--- src/common/dimmer_pkg.sv ---
// shared constants and types of the motion triggered led dimmer
package dimmer_pkg;
  typedef enum logic [1:0] {
    MODE_CONSOLE = 2'h0,
    MODE_POT = 2'h1,
    MODE_ALS = 2'h2
  } mode_e;

  typedef enum logic [2:0] {
    C_IDLE = 3'h0,
    C_ADDR = 3'h1,
    C_DATA = 3'h2,
    C_DUTY = 3'h3,
    C_SEND = 3'h4
  } cmd_e;

  typedef enum logic [1:0] {
    K_MENU = 2'h0,
    K_RAM = 2'h1,
    K_LOG = 2'h2,
    K_API = 2'h3
  } reply_e;

  localparam longint unsigned CLK_HZ = 64'd250_000_000;
  localparam longint unsigned LED_OFF_S = 64'd10;
  localparam longint unsigned BLANK_S = 64'd1;
  localparam longint unsigned LED_OFF_CYC = LED_OFF_S * CLK_HZ;
  localparam longint unsigned BLANK_CYC = BLANK_S * CLK_HZ;
  localparam longint unsigned BAUD = 64'd115200;
  localparam int unsigned BAUD_DIV = int'(CLK_HZ / BAUD);
  localparam int unsigned PWM_DIV = 25;

  // duty is held in percent
  localparam logic [7:0] DUTY_LOWER_CLAMP = 8'h0f;
  localparam logic [7:0] DUTY_UPPER_CLAMP = 8'h5f;
  localparam logic [7:0] PWM_PERIOD = 8'h64;

  localparam logic [7:0] CMD_MENU = 8'h01;
  localparam logic [7:0] CMD_RD_RAM = 8'h02;
  localparam logic [7:0] CMD_WR_RAM = 8'h03;
  localparam logic [7:0] CMD_EVT_TOGGLE = 8'h04;
  localparam logic [7:0] CMD_LOG_CLEAR = 8'h05;
  localparam logic [7:0] CMD_LOG_DUMP = 8'h06;
  localparam logic [7:0] CMD_API = 8'h07;
  localparam logic [7:0] CMD_DUTY = 8'h08;
  localparam logic [7:0] MENU_LEN = 8'h08;
  localparam logic [7:0] API_LEN = 8'h03;
  localparam logic [7:0] EVT_TAG = 8'h4d;

  localparam logic [3:0] REG_DUTY = 4'h0;
  localparam logic [3:0] REG_STATUS = 4'h4;
  localparam logic [3:0] REG_CTRL = 4'h8;
  localparam logic [3:0] REG_EVT_CNT = 4'hc;
  localparam logic REPORT_EN_RST = 1'b0;
endpackage : dimmer_pkg

--- src/motion_led_dimmer.sv ---
// motion triggered led string dimmer with console, pot or light control
//
// The implementer's own choices: the address map and the plain strobed port.
`timescale 1ns/100ps
`default_nettype none
// What this block does
// - a motion report switches the led string on by enabling pwm
// - string goes off after ten seconds without motion; motion restarts it
// - every requested duty is clamped between 15 and 95 percent
// - console command 8 sets duty; operator sends only 0x0f to 0x5f
// - command 2 returns a ram byte, command 3 overwrites one
// - command 4 toggles event reports, 5 clears log, 6 dumps log
// - command 7 reports engine registers, command 1 resends the menu
// - console mode: pin two pwm, pins four and five serial, zero/one unused
// - potentiometer mode disables the command interpreter and serial port
// - potentiometer mode takes duty from analog channel one on pin four
// - rising input voltage maps to exponentially rising duty
// - light mode takes duty from analog channel three, powers sensor on five
// - light mode polarity pin zero picks falling or rising duty
// - pin two always carries pwm, pin three stays the motion input
// - motion is ignored one second after each led enable or disable
module motion_led_dimmer
  import dimmer_pkg::*;
#(
  parameter mode_e MODE = MODE_CONSOLE,
  parameter longint unsigned OFF_CYC = LED_OFF_CYC,
  parameter longint unsigned BLANK_CYCLES = BLANK_CYC,
  parameter int unsigned UART_DIV = BAUD_DIV,
  parameter int unsigned PWM_PRESCALE = PWM_DIV,
  parameter int unsigned LOG_DEPTH = 8,
  parameter int unsigned RAM_DEPTH = 16
) (
  input wire logic i_mclk,
  input wire logic i_rst,
  input wire logic i_ce,
  input wire logic i_motion,
  input wire logic [7:0] i_analog_channel_one,
  input wire logic i_analog_channel_one_vld,
  input wire logic [7:0] i_analog_channel_three,
  input wire logic i_analog_channel_three_vld,
  input wire logic i_port_pin_zero,
  input wire logic i_port_pin_four,
  input wire logic [3:0] i_addr,
  input wire logic [7:0] i_wdata,
  input wire logic i_wr,
  input wire logic i_rd,
  output logic [7:0] o_rdata,
  output logic o_port_pin_two,
  output logic o_port_pin_five,
  output logic o_port_pin_five_oe,
  output logic o_led_on
);
  localparam int LW = $clog2(LOG_DEPTH);
  localparam int RW = $clog2(RAM_DEPTH);

  typedef struct packed {
    logic led_on;
    logic [31:0] off_cnt;
    logic [31:0] blank_cnt;
    logic [7:0] duty;
    logic report_en;
    logic evt_pend;
    logic [7:0] evt_cnt;
    logic [LOG_DEPTH-1:0][7:0] log_mem;
    logic [LW-1:0] log_wp;
    logic [LW:0] log_n;
    logic [RAM_DEPTH-1:0][7:0] ram;
    cmd_e cst;
    logic [7:0] op;
    logic [7:0] addr;
    reply_e kind;
    logic [7:0] idx;
    logic [7:0] len;
    logic tx_vld;
    logic [7:0] tx_byte;
    logic [7:0] rdata;
    logic [2:0] rx_s;
    logic rx_f;
    logic [2:0] pol_s;
    logic pol_f;
    logic pin5;
    logic pin5_oe;
  } top_s;

  top_s s_r;
  top_s s_nxt;
  logic rx_vld;
  logic [7:0] rx_data;
  logic tx_rdy;
  logic tx_line;

  function automatic logic [7:0] clamp_duty(input logic [7:0] d);
    if (d < DUTY_LOWER_CLAMP) begin
      return DUTY_LOWER_CLAMP;
    end else if (d > DUTY_UPPER_CLAMP) begin
      return DUTY_UPPER_CLAMP;
    end
    return d;
  endfunction : clamp_duty

  // mantissa doubles every eighth of the input range, so low steps are fine
  function automatic logic [7:0] exp_duty(input logic [7:0] x);
    logic [13:0] e;
    logic [19:0] p;
    e = 14'({1'b1, x[4:0]}) << x[7:5];
    p = 20'(e) * 20'd81;
    return 8'(p[19:13]) + DUTY_LOWER_CLAMP;
  endfunction : exp_duty

  function automatic logic [7:0] status_byte(input top_s s);
    return {5'h00, s.blank_cnt != 32'h0, s.report_en, s.led_on};
  endfunction : status_byte

  always_comb begin
    logic accept;
    logic [LW-1:0] li;
    logic [7:0] rep;
    accept = 1'b0;
    li = '0;
    rep = '0;
    s_nxt = s_r;
    s_nxt.rdata = '0;

    // three stage sync; a level counts once stages two and three agree
    s_nxt.rx_s = {s_r.rx_s[1:0], i_port_pin_four};
    if (s_r.rx_s[1] == s_r.rx_s[2]) begin
      s_nxt.rx_f = s_r.rx_s[2];
    end
    s_nxt.pol_s = {s_r.pol_s[1:0], i_port_pin_zero};
    if (s_r.pol_s[1] == s_r.pol_s[2]) begin
      s_nxt.pol_f = s_r.pol_s[2];
    end

    if (s_r.tx_vld && tx_rdy) begin
      s_nxt.tx_vld = 1'b0;
    end

    // command interpreter, only reachable in console mode
    case (s_r.cst)
      C_IDLE: begin
        if (rx_vld) begin
          s_nxt.op = rx_data;
          s_nxt.idx = '0;
          case (rx_data)
            CMD_MENU: begin
              s_nxt.kind = K_MENU;
              s_nxt.len = MENU_LEN;
              s_nxt.cst = C_SEND;
            end
            CMD_RD_RAM, CMD_WR_RAM: begin
              s_nxt.cst = C_ADDR;
            end
            CMD_EVT_TOGGLE: begin
              s_nxt.report_en = !s_r.report_en;
            end
            CMD_LOG_CLEAR: begin
              s_nxt.evt_cnt = '0;
              s_nxt.log_wp = '0;
              s_nxt.log_n = '0;
            end
            CMD_LOG_DUMP: begin
              s_nxt.kind = K_LOG;
              s_nxt.len = 8'(s_r.log_n);
              s_nxt.cst = C_SEND;
            end
            CMD_API: begin
              s_nxt.kind = K_API;
              s_nxt.len = API_LEN;
              s_nxt.cst = C_SEND;
            end
            CMD_DUTY: begin
              s_nxt.cst = C_DUTY;
            end
            default: begin
              s_nxt.cst = C_IDLE;
            end
          endcase
        end else if (s_r.evt_pend && !s_r.tx_vld) begin
          s_nxt.evt_pend = 1'b0;
          s_nxt.tx_vld = 1'b1;
          s_nxt.tx_byte = EVT_TAG;
        end
      end
      C_ADDR: begin
        if (rx_vld) begin
          s_nxt.addr = rx_data;
          if (s_r.op == CMD_RD_RAM) begin
            s_nxt.kind = K_RAM;
            s_nxt.len = 8'h01;
            s_nxt.cst = C_SEND;
          end else begin
            s_nxt.cst = C_DATA;
          end
        end
      end
      C_DATA: begin
        if (rx_vld) begin
          s_nxt.ram[RW'(s_r.addr)] = rx_data;
          s_nxt.cst = C_IDLE;
        end
      end
      C_DUTY: begin
        if (rx_vld) begin
          s_nxt.duty = clamp_duty(rx_data);
          s_nxt.cst = C_IDLE;
        end
      end
      C_SEND: begin
        if (!s_r.tx_vld) begin
          if (s_r.idx == s_r.len) begin
            s_nxt.cst = C_IDLE;
          end else begin
            // oldest entry first once the log has wrapped
            li = s_r.log_n[LW] ? s_r.log_wp + LW'(s_r.idx) : LW'(s_r.idx);
            case (s_r.kind)
              K_MENU: rep = CMD_MENU + s_r.idx;
              K_RAM: rep = s_r.ram[RW'(s_r.addr)];
              K_LOG: rep = s_r.log_mem[li];
              default: begin
                case (s_r.idx)
                  8'h00: rep = s_r.duty;
                  8'h01: rep = status_byte(s_r);
                  default: rep = s_r.evt_cnt;
                endcase
              end
            endcase
            s_nxt.tx_byte = rep;
            s_nxt.tx_vld = 1'b1;
            s_nxt.idx = s_r.idx + 8'h01;
          end
        end
      end
      default: begin
        s_nxt.cst = C_IDLE;
      end
    endcase

    // duty from the analog source of this build
    if (MODE == MODE_POT && i_analog_channel_one_vld) begin
      s_nxt.duty = clamp_duty(exp_duty(i_analog_channel_one));
    end
    if (MODE == MODE_ALS && i_analog_channel_three_vld) begin
      // pin zero high is the shunt on 1-2: brighter room, dimmer string
      s_nxt.duty = clamp_duty(exp_duty(s_r.pol_f ? ~i_analog_channel_three
                                       : i_analog_channel_three));
    end

    // register port
    if (i_wr) begin
      case (i_addr)
        REG_DUTY: s_nxt.duty = clamp_duty(i_wdata);
        REG_CTRL: s_nxt.report_en = i_wdata[0];
        default: s_nxt.duty = s_nxt.duty;
      endcase
    end
    if (i_rd) begin
      case (i_addr)
        REG_DUTY: s_nxt.rdata = s_r.duty;
        REG_STATUS: s_nxt.rdata = status_byte(s_r);
        REG_CTRL: s_nxt.rdata = {7'h00, s_r.report_en};
        REG_EVT_CNT: s_nxt.rdata = s_r.evt_cnt;
        default: s_nxt.rdata = '0;
      endcase
    end

    // motion timing; pin three feeds the engine that raises i_motion
    if (s_r.blank_cnt != 32'h0) begin
      s_nxt.blank_cnt = s_r.blank_cnt - 32'h1;
    end
    accept = i_motion && (s_r.blank_cnt == 32'h0);
    if (accept) begin
      s_nxt.off_cnt = 32'(OFF_CYC);
      if (!s_r.led_on) begin
        s_nxt.led_on = 1'b1;
        s_nxt.blank_cnt = 32'(BLANK_CYCLES);
      end
      // logging after the clear above, so an event in that cycle survives
      s_nxt.evt_cnt = s_nxt.evt_cnt + 8'h01;
      s_nxt.log_mem[s_nxt.log_wp] = s_nxt.evt_cnt;
      s_nxt.log_wp = s_nxt.log_wp + LW'(1);
      if (s_nxt.log_n != (LW + 1)'(LOG_DEPTH)) begin
        s_nxt.log_n = s_nxt.log_n + (LW + 1)'(1);
      end
      if (s_r.report_en && MODE == MODE_CONSOLE) begin
        s_nxt.evt_pend = 1'b1;
      end
    end else if (s_r.led_on) begin
      s_nxt.off_cnt = s_r.off_cnt - 32'h1;
      if (s_r.off_cnt == 32'h1) begin
        s_nxt.led_on = 1'b0;
        s_nxt.blank_cnt = 32'(BLANK_CYCLES);
      end
    end

    // pin five: serial out in console, sensor supply in light mode
    case (MODE)
      MODE_CONSOLE: begin
        s_nxt.pin5 = tx_line;
        s_nxt.pin5_oe = 1'b1;
      end
      MODE_ALS: begin
        s_nxt.pin5 = 1'b1;
        s_nxt.pin5_oe = 1'b1;
      end
      default: begin
        s_nxt.pin5 = 1'b0;
        s_nxt.pin5_oe = 1'b0;
      end
    endcase
  end

  always_ff @(posedge i_mclk or posedge i_rst) begin
    if (i_rst) begin
      s_r <= '0;
      s_r.duty <= DUTY_LOWER_CLAMP;
      s_r.report_en <= REPORT_EN_RST;
      s_r.rx_s <= 3'h7;
      s_r.rx_f <= 1'b1;
      s_r.cst <= C_IDLE;
      s_r.kind <= K_MENU;
    end else if (i_ce) begin
      s_r <= s_nxt;
    end
  end

  dimmer_uart #(
    .DIV(UART_DIV)
  ) u_uart (
    .i_mclk(i_mclk),
    .i_rst(i_rst),
    .i_ce(i_ce),
    .i_en(MODE == MODE_CONSOLE),
    .i_rx(s_r.rx_f),
    .o_rx_vld(rx_vld),
    .o_rx_data(rx_data),
    .i_tx_vld(s_r.tx_vld),
    .i_tx_data(s_r.tx_byte),
    .o_tx_rdy(tx_rdy),
    .o_tx(tx_line)
  );

  dimmer_pwm #(
    .DIV(PWM_PRESCALE)
  ) u_pwm (
    .i_mclk(i_mclk),
    .i_rst(i_rst),
    .i_ce(i_ce),
    .i_en(s_r.led_on),
    .i_duty(s_r.duty),
    .o_pwm(o_port_pin_two)
  );

  assign o_rdata = s_r.rdata;
  assign o_port_pin_five = s_r.pin5;
  assign o_port_pin_five_oe = s_r.pin5_oe;
  assign o_led_on = s_r.led_on;
endmodule : motion_led_dimmer
`default_nettype wire

--- src/dimmer_pwm.sv ---
// pwm generator for led brightness
`timescale 1ns/100ps
`default_nettype none
module dimmer_pwm
  import dimmer_pkg::*;
#(
  parameter int unsigned DIV = PWM_DIV
) (
  input wire logic i_mclk,
  input wire logic i_rst,
  input wire logic i_ce,
  input wire logic i_en,
  input wire logic [7:0] i_duty,
  output logic o_pwm
);
  typedef struct packed {
    logic [15:0] pre;
    logic [7:0] pos;
    logic out;
  } pwm_s;

  pwm_s s_r;
  pwm_s s_nxt;

  always_comb begin
    s_nxt = s_r;
    if (s_r.pre == 16'(DIV - 1)) begin
      s_nxt.pre = '0;
      s_nxt.pos = (s_r.pos == PWM_PERIOD - 8'h01) ? '0 : s_r.pos + 8'h01;
    end else begin
      s_nxt.pre = s_r.pre + 16'h0001;
    end
    s_nxt.out = i_en && (s_r.pos < i_duty);
  end

  always_ff @(posedge i_mclk or posedge i_rst) begin
    if (i_rst) begin
      s_r <= '0;
    end else if (i_ce) begin
      s_r <= s_nxt;
    end
  end

  assign o_pwm = s_r.out;
endmodule : dimmer_pwm
`default_nettype wire

--- src/dimmer_uart.sv ---
// 8n1 serial receiver and transmitter for the console
`timescale 1ns/100ps
`default_nettype none
module dimmer_uart
  import dimmer_pkg::*;
#(
  parameter int unsigned DIV = BAUD_DIV
) (
  input wire logic i_mclk,
  input wire logic i_rst,
  input wire logic i_ce,
  input wire logic i_en,
  input wire logic i_rx,
  output logic o_rx_vld,
  output logic [7:0] o_rx_data,
  input wire logic i_tx_vld,
  input wire logic [7:0] i_tx_data,
  output logic o_tx_rdy,
  output logic o_tx
);
  typedef struct packed {
    logic rx_busy;
    logic [15:0] rx_cnt;
    logic [3:0] rx_bit;
    logic [7:0] rx_sh;
    logic rx_vld;
    logic tx_busy;
    logic [15:0] tx_cnt;
    logic [3:0] tx_bit;
    logic [9:0] tx_sh;
  } uart_s;

  uart_s s_r;
  uart_s s_nxt;

  always_comb begin
    s_nxt = s_r;
    s_nxt.rx_vld = 1'b0;
    if (!s_r.rx_busy) begin
      if (!i_rx) begin
        s_nxt.rx_busy = 1'b1;
        s_nxt.rx_cnt = 16'(DIV / 2);
        s_nxt.rx_bit = '0;
      end
    end else if (s_r.rx_cnt != 16'h0000) begin
      s_nxt.rx_cnt = s_r.rx_cnt - 16'h0001;
    end else begin
      s_nxt.rx_cnt = 16'(DIV - 1);
      s_nxt.rx_bit = s_r.rx_bit + 4'h1;
      // a glitch shorter than half a bit is dropped as a false start
      if (s_r.rx_bit == 4'h0 && i_rx) begin
        s_nxt.rx_busy = 1'b0;
      end else if (s_r.rx_bit == 4'h9) begin
        s_nxt.rx_busy = 1'b0;
        s_nxt.rx_vld = i_rx;
      end else if (s_r.rx_bit != 4'h0) begin
        s_nxt.rx_sh = {i_rx, s_r.rx_sh[7:1]};
      end
    end
    if (!s_r.tx_busy) begin
      if (i_tx_vld) begin
        s_nxt.tx_busy = 1'b1;
        s_nxt.tx_sh = {1'b1, i_tx_data, 1'b0};
        s_nxt.tx_cnt = 16'(DIV - 1);
        s_nxt.tx_bit = 4'ha;
      end
    end else if (s_r.tx_cnt != 16'h0000) begin
      s_nxt.tx_cnt = s_r.tx_cnt - 16'h0001;
    end else begin
      s_nxt.tx_cnt = 16'(DIV - 1);
      s_nxt.tx_sh = {1'b1, s_r.tx_sh[9:1]};
      s_nxt.tx_bit = s_r.tx_bit - 4'h1;
      s_nxt.tx_busy = (s_r.tx_bit != 4'h1);
    end
    if (!i_en) begin
      s_nxt = '0;
    end
  end

  always_ff @(posedge i_mclk or posedge i_rst) begin
    if (i_rst) begin
      s_r <= '0;
    end else if (i_ce) begin
      s_r <= s_nxt;
    end
  end

  assign o_rx_vld = s_r.rx_vld;
  assign o_rx_data = s_r.rx_sh;
  assign o_tx_rdy = i_en && !s_r.tx_busy;
  assign o_tx = s_r.tx_busy ? s_r.tx_sh[0] : 1'b1;
endmodule : dimmer_uart
`default_nettype wire

--- config.mk ---
export PLATFORM = sky130hd
export DESIGN_NAME = motion_led_dimmer
export DESIGN_NICKNAME = d
export VERILOG_FILES = /design/src/common/dimmer_pkg.sv /design/src/motion_led_dimmer.sv /design/src/dimmer_pwm.sv /design/src/dimmer_uart.sv
export SDC_FILE = /design/constraint.sdc
export NUM_CORES = 1
export LEC_CHECK = 0
export ABC_AREA = 0
export BUFFER_PORTS_ARGS = -buffer_cell sky130_fd_sc_hd__buf_2
export CAP_MARGIN = 20
export CORE_AREA = 2 2 173 259
export CTS_CLUSTER_DIAMETER = 60
export DETAILED_ROUTE_END_ITERATION = 10
export DIE_AREA = 0 0 175 261
export PLACE_DENSITY = 0.67
export SLEW_MARGIN = 20
export SYNTH_ARGS = -nofsm -noshare
export SYNTH_HDL_FRONTEND = slang
export SYNTH_HIERARCHICAL = 1
export SYNTH_SLANG_ARGS = --single-unit
--- constraint.sdc ---
create_clock -name i_mclk -period 11.2 [get_ports i_mclk]
set_input_delay 1.12 -clock i_mclk [delete_from_list [all_inputs] [get_ports i_mclk]]
set_output_delay 1.12 -clock i_mclk [all_outputs]
set_load 0.05 [all_outputs]
# Word-level counts from Yosys, hierarchy flattened

Cells that the tools add are included.

$lt $le $gt $ge: 10
$mul: 0
Shifts and indexed selects: 0
Reduce and logical (&&, ||, !) cells: 43
Div/mod/pow operators: 0
Add/subtract/negate cells: 13
Equality and inequality tests: 42
Multiplexer cells: 100
Bitwise operators: 3

Operators by type and width:

| cell                                                  | count |
|---|---|
| 2-to-1 mux 8 bit                                      | 23 |
| 2-to-1 mux 65 bit                                     | 2 |
| bitwise mux 128 bit                                   | 1 |
| 2-to-1 mux 32 bit                                     | 3 |
| 2-to-1 mux 80 bit                                     | 1 |
| bitwise mux 64 bit                                    | 1 |
| subtractor 32 x 1 -> 32 bit (second input constant)   | 2 |
| 2-to-1 mux 31 bit                                     | 2 |
| 2-to-1 mux 9 bit                                      | 6 |
| 2-to-1 mux 16 bit                                     | 3 |
| case mux 8 bit (2 select lines)                       | 3 |
| case mux 8 bit (3 select lines)                       | 2 |
| 2-to-1 mux 21 bit                                     | 2 |
| binary-select mux 8 bit (select 4 bit)                | 1 |
| demux 8 bit (select 4 bit)                            | 1 |
| equality test 32 x 1 -> 1 bit (second input constant) | 1 |
| equality test 8 x 3 -> 1 bit (second input constant)  | 4 |
| logical NOT 32 bit                                    | 1 |
| case mux 8 bit (4 select lines)                       | 1 |
| nonzero test 16 bit                                   | 2 |
| nonzero test 32 bit                                   | 1 |
| subtractor 16 x 1 -> 16 bit (second input constant)   | 2 |
| adder 8 x 1 -> 8 bit (second input constant)          | 3 |
| binary-select mux 8 bit (select 3 bit)                | 1 |
| other kinds (62)                                      | 142 |

Memories kept: 0
Output and inout bits: 12
RAM bits: 0
Bits in registers: 424
Bits in read-only memories: 0
Word-level logic and storage cells: 269
Latch bits: 0
Input bits: 38

# Logic depth before layout (Yosys ltp)

Word-level depth: 10
Depth in mapped cells: 14
Depth with buffers taken out: 9

# Modules after synthesis

Netlist, hierarchy kept.

Modules (own cells, without submodules):

| module            | instances | sequential area each (um2) | area an instance (um2) | cells each |
|---|---|---|---|---|
| motion_led_dimmer | 1         | 8368.0                     | 16570.9                | 1533 |
| dimmer_uart       | 1         | 1526.5                     | 3417.0                 | 386 |
| dimmer_pwm        | 1         | 625.6                      | 1466.4                 | 144 |

# Worst setup path before layout

OpenSTA, ideal clock, no wires.

Path kind: reg2reg
From: reg u_uart.s_r (netlist bit u_uart/o_rx_data[7])
To: reg s_r[211] (netlist name)
Path buffers: 5
Path slack: 7710 ps
Data arrival time: 3407 ps
Period minus slack after synthesis: 3490 ps
Library setup time: 83 ps
Stages on the path, launching flop included: 15
Required time: 11117 ps
Cell sequence: dfrtp_1 -> buf_4 -> clkbuf_1 -> or4_1 -> clkbuf_1 -> nor4b_1 -> nand3_1 -> clkbuf_1 -> and2_1 -> ha_1 -> nand3_1 -> xor2_1 -> or2_2 -> clkbuf_1 -> o21ai_0

RTL lines:

| what                     | RTL line          | source |
|---|---|---|
| start: declaration       | dimmer_uart.sv:33 | `uart_s s_r;` |
| start signal: assignment | dimmer_uart.sv:84 | `s_r <= s_nxt;` |

==> impl_metrics.json <==
{
  "status": "finished clean",
  "grt_pass1_wl_mm": 86.46,
  "avgSynthCellArea_um2": 10.40,
  "post-synth-top-area-cell": "dfrtp_1",
  "cts.path.max_buffers": 3,
  "r2r_start": "u_uart/o_rx_data[5]",
  "drt_first_pass_iters": 6,
  "p_leak_nw": 10.38,
  "clock.fmax_mhz": 246.7,
  "final_net_count": 2107,
  "drt_iter0_drc": 1209,
  "timing.slew.headroom_pct": 21.75,
  "cts.repair.resized": 0,
  "synth-edff-count": 0,
  "row_count": 94,
  "ios": 50,
  "core_area_um2": 43630,
  "pre_cts_ws_ps": 6883,
  "crit_top_cell": "nand3_1",
  "hold_path.class": "reg2reg",
  "wire_per_inst_um": 20.05,
  "mappedNetlistArea_um2": 21450,
  "routed_wl_mm": 53.08,
  "setup_ws_ps": 7146,
  "n_antenna_cell": 0,
  "synth_top_flop_cell": "dfrtp_1",
  "clk_pin_slew_ps": 60,
  "cts_root_buffer": "clkbuf_16",
  "finalSetupViolations": 0,
  "tns_ps": 0,
  "critPathMaxFanout": 22,
  "synth_top_area_share_pct": 48.06,
  "ir_worst_vdd_mv": 0.1011,
  "p_per_area_nw_per_um2": 160.0,
  "syn_inst": 2063,
  "grt_pass1_vias": 16213,
  "yosysUniqueCellTypes": 90,
  "placed_area_um2": 21970,
  "dp.final_hpwl_mm": 36.32,
  "grt_max_degree": 158,
  "drtAntennaViolNets": 0,
  "num_vias": 16025,
  "min_delay_worst_endpoint": "o_port_pin_five_oe",
  "hp-start": "o_port_pin_five_oe",
  "ys_seq_elements": 420,
  "die-area_um2": 45680,
  "cp_slowest_cell": "or4_1",
  "rsz0062_at_grt": "false",
  "path_cells": "or4_1, nor4b_1, nand3_1, buf_4, and2_0, ha_1, nand3_1, xor2_1, or2_2, o21ai_0",
  "reg2reg_depth": 10,
  "drive_gt1_share_pct": 17.04,
  "worstPathArrival_ps": 4500,
  "maxSlewViolCount": 0,
  "ys.warnings.count": 6,
  "path_delay_family": "simple AND/OR/NAND/NOR gates",
  "final_area_um2": 23540,
  "track_usage_pct": 23.48,
  "cp-start-kind": "register",
  "via_per_inst": 6.054,
  "worstSkewPairLatency_ps": 560,
  "cp.required_ps": 11640,
  "cts-htree-levels": 2,
  "cp-end-kind": "register",
  "worstSetupPathType": "reg2reg",
  "multi_input_area_um2": 10140,
  "start_util_pct": 49.17,
  "cap_viol_max_count": 0,
  "min_period_over_period_pct": 36.19,
  "ys_top_cells_by_area": "dfrtp_1 48%, mux2_2 7.5%, mux4_2 4.4%",
  "cpPeakStageDelay_ps": 740,
  "overflow": 0,
  "final_cell_count_no_fill": 2647,
  "fin_crit_ps": 4054,
  "finalWeightedCongestion": 0.8636,
  "cts_buffers": 43,
  "syn2layout_area_growth_pct": 9.704,
  "cts_hold_buf": 0,
  "r2r_end": "s_r[251]",
  "critPathBufInv": 1,
  "hold_depth": 1,
  "worstMarginPinSlew_ps": 1173,
  "fillers": 3747,
  "clock_sinks": 420,
  "cts_tree": "done",
  "die_x_um": 175,
  "regArea_um2": 10520,
  "portBuffers": 30,
  "cts_setup_buffers": 0,
  "dp.cells": 2569,
  "drcViolationCount": 0,
  "reg2reg_slack_ps": 7150,
  "antenna_found_initial": 0,
  "finClkSkew_ps": 31.22,
  "synth-seq-area-share_pct": 49.03,
  "die_h_um": 261,
  "synthArstFlopShare_pct": 100.0,
  "finalHoldViolCount": 0
}
placed cells by master, fill, tap and decap left out, types with 10 or more instances in the layout:
master	n
a21o_1	12
a21oi_1	74
a22o_1	11
a22oi_1	18
a31oi_1	17
and2_1	10
and3_1	18
buf_2	30
buf_4	22
clkbuf_16	43
dfrtp_1	411
ha_1	30
inv_1	67
mux2_2	142
mux2i_1	20
mux4_2	42
nand2_1	238
nand2b_1	19
nand3_1	43
nand4_1	18
nor2_1	137
nor2b_1	15
nor3_1	59
nor4_1	36
o211ai_1	10
o21ai_0	170
o22ai_1	15
o2bb2ai_1	16
o31ai_1	17
or3_1	13
or4_1	19
xnor2_1	56
xor2_1	29
per-layer routing:
| layer | vias up | track usage [%] | part of all wire, % |
|---|---|---|---|
| li1 | 7410 | - | - |
| met1 | 8038 | 28.58 | 41 |
| met2 | 441 | 42.70 | 51 |
| met3 | 136 | 2.628 | 3.8 |
| met4 | 0 | 9.144 | 3.9 |
| met5 | - | 0 | 0 |
metrics by stage:
| stage | total power, W | util, % | hold WS, ps |
|---|---|---|---|
| after floorplan | 0.002088 | - | 443.6 |
| after global placement | 0.002197 | 50.34 | 456.5 |
| after detailed placement | 0.002217 | 50.36 | 451.2 |
| after CTS | 0.003794 | 53.92 | 476.4 |
| after global routing | 0.003926 | 53.94 | 501.6 |
| final | 0.003766 | 53.94 | 477.2 |
area by class of cell:
class	count	area share (%)
sequential	420	44.70
multi-input combinational	1450	43.10
clock buffer	57	5.135
tap	576	3.062
clock inverter	21	1.473
timing repair buffer	52	1.340
inverter	71	1.185
power breakdown:
group / internal, W / leakage (nW) / switching (W) / total (W)
sequential: 0.00162 / 5.61 / 0.000113 / 0.00173
combinational: 0.000176 / 4.02 / 0.000293 / 0.000469
clock: 0.000950 / 0.759 / 0.000618 / 0.00157
kinds of logic after synthesis:
| kind of cell | count (synthesis) | share of synthesized area (%) |
|---|---|---|
| AND/OR/NAND/NOR | 687 | 16.03 |
| buffers and inverters | 195 | 3.814 |
| AO/OA/AOI/OAI | 438 | 12.88 |
| adder cells (fa/ha/maj) | 31 | 1.843 |
| other | 1 | 0.01748 |
| XOR/XNOR | 85 | 3.470 |
| flip-flops | 420 | 49.03 |
| multiplexers | 206 | 12.91 |
worst max path at each step:
| stage | slack, ps | from | to | cells past startpoint |
|---|---|---|---|---|
| 2_1_floorplan | 840 | i_rst | o_led_on | 1 |
| 3_3_place_gp | 6960 | i_ce | s_r[186] | 6 |
| 3_5_place_dp | 6880 | i_ce | s_r[186] | 6 |
| 4_1_cts | 7190 | u_uart/o_rx_data[5] | s_r[235] | 10 |
| 5_1_grt | 6880 | u_uart/o_rx_data[5] | s_r[243] | 10 |
| 6_report | 7150 | u_uart/o_rx_data[5] | s_r[251] | 10 |
sequential cells by signal (all words and copies together), names as in the netlist:
signal / cells
s_r: 321
u_uart/s_r: 52
u_pwm/s_r: 24
o_rdata: 8
u_uart/o_rx_data: 8
s_nxt: 2
o_led_on: 1
o_port_pin_five: 1
o_port_pin_five_oe: 1
u_pwm/o_pwm: 1
u_uart/o_rx_vld: 1
Yosys cell counts (all sizes together), types with 29 or more instances:
library cell / instances
buf: 31
nor2: 137
o21ai: 180
clkbuf: 93
mux2: 143
dfrtp: 412
nor3: 59
nor4: 41
xnor2: 56
mux4: 42
inv: 70
xor2: 29
nand2: 239
ha: 30
a21oi: 75
nand3: 43
(Power assumes the default switching activity.)
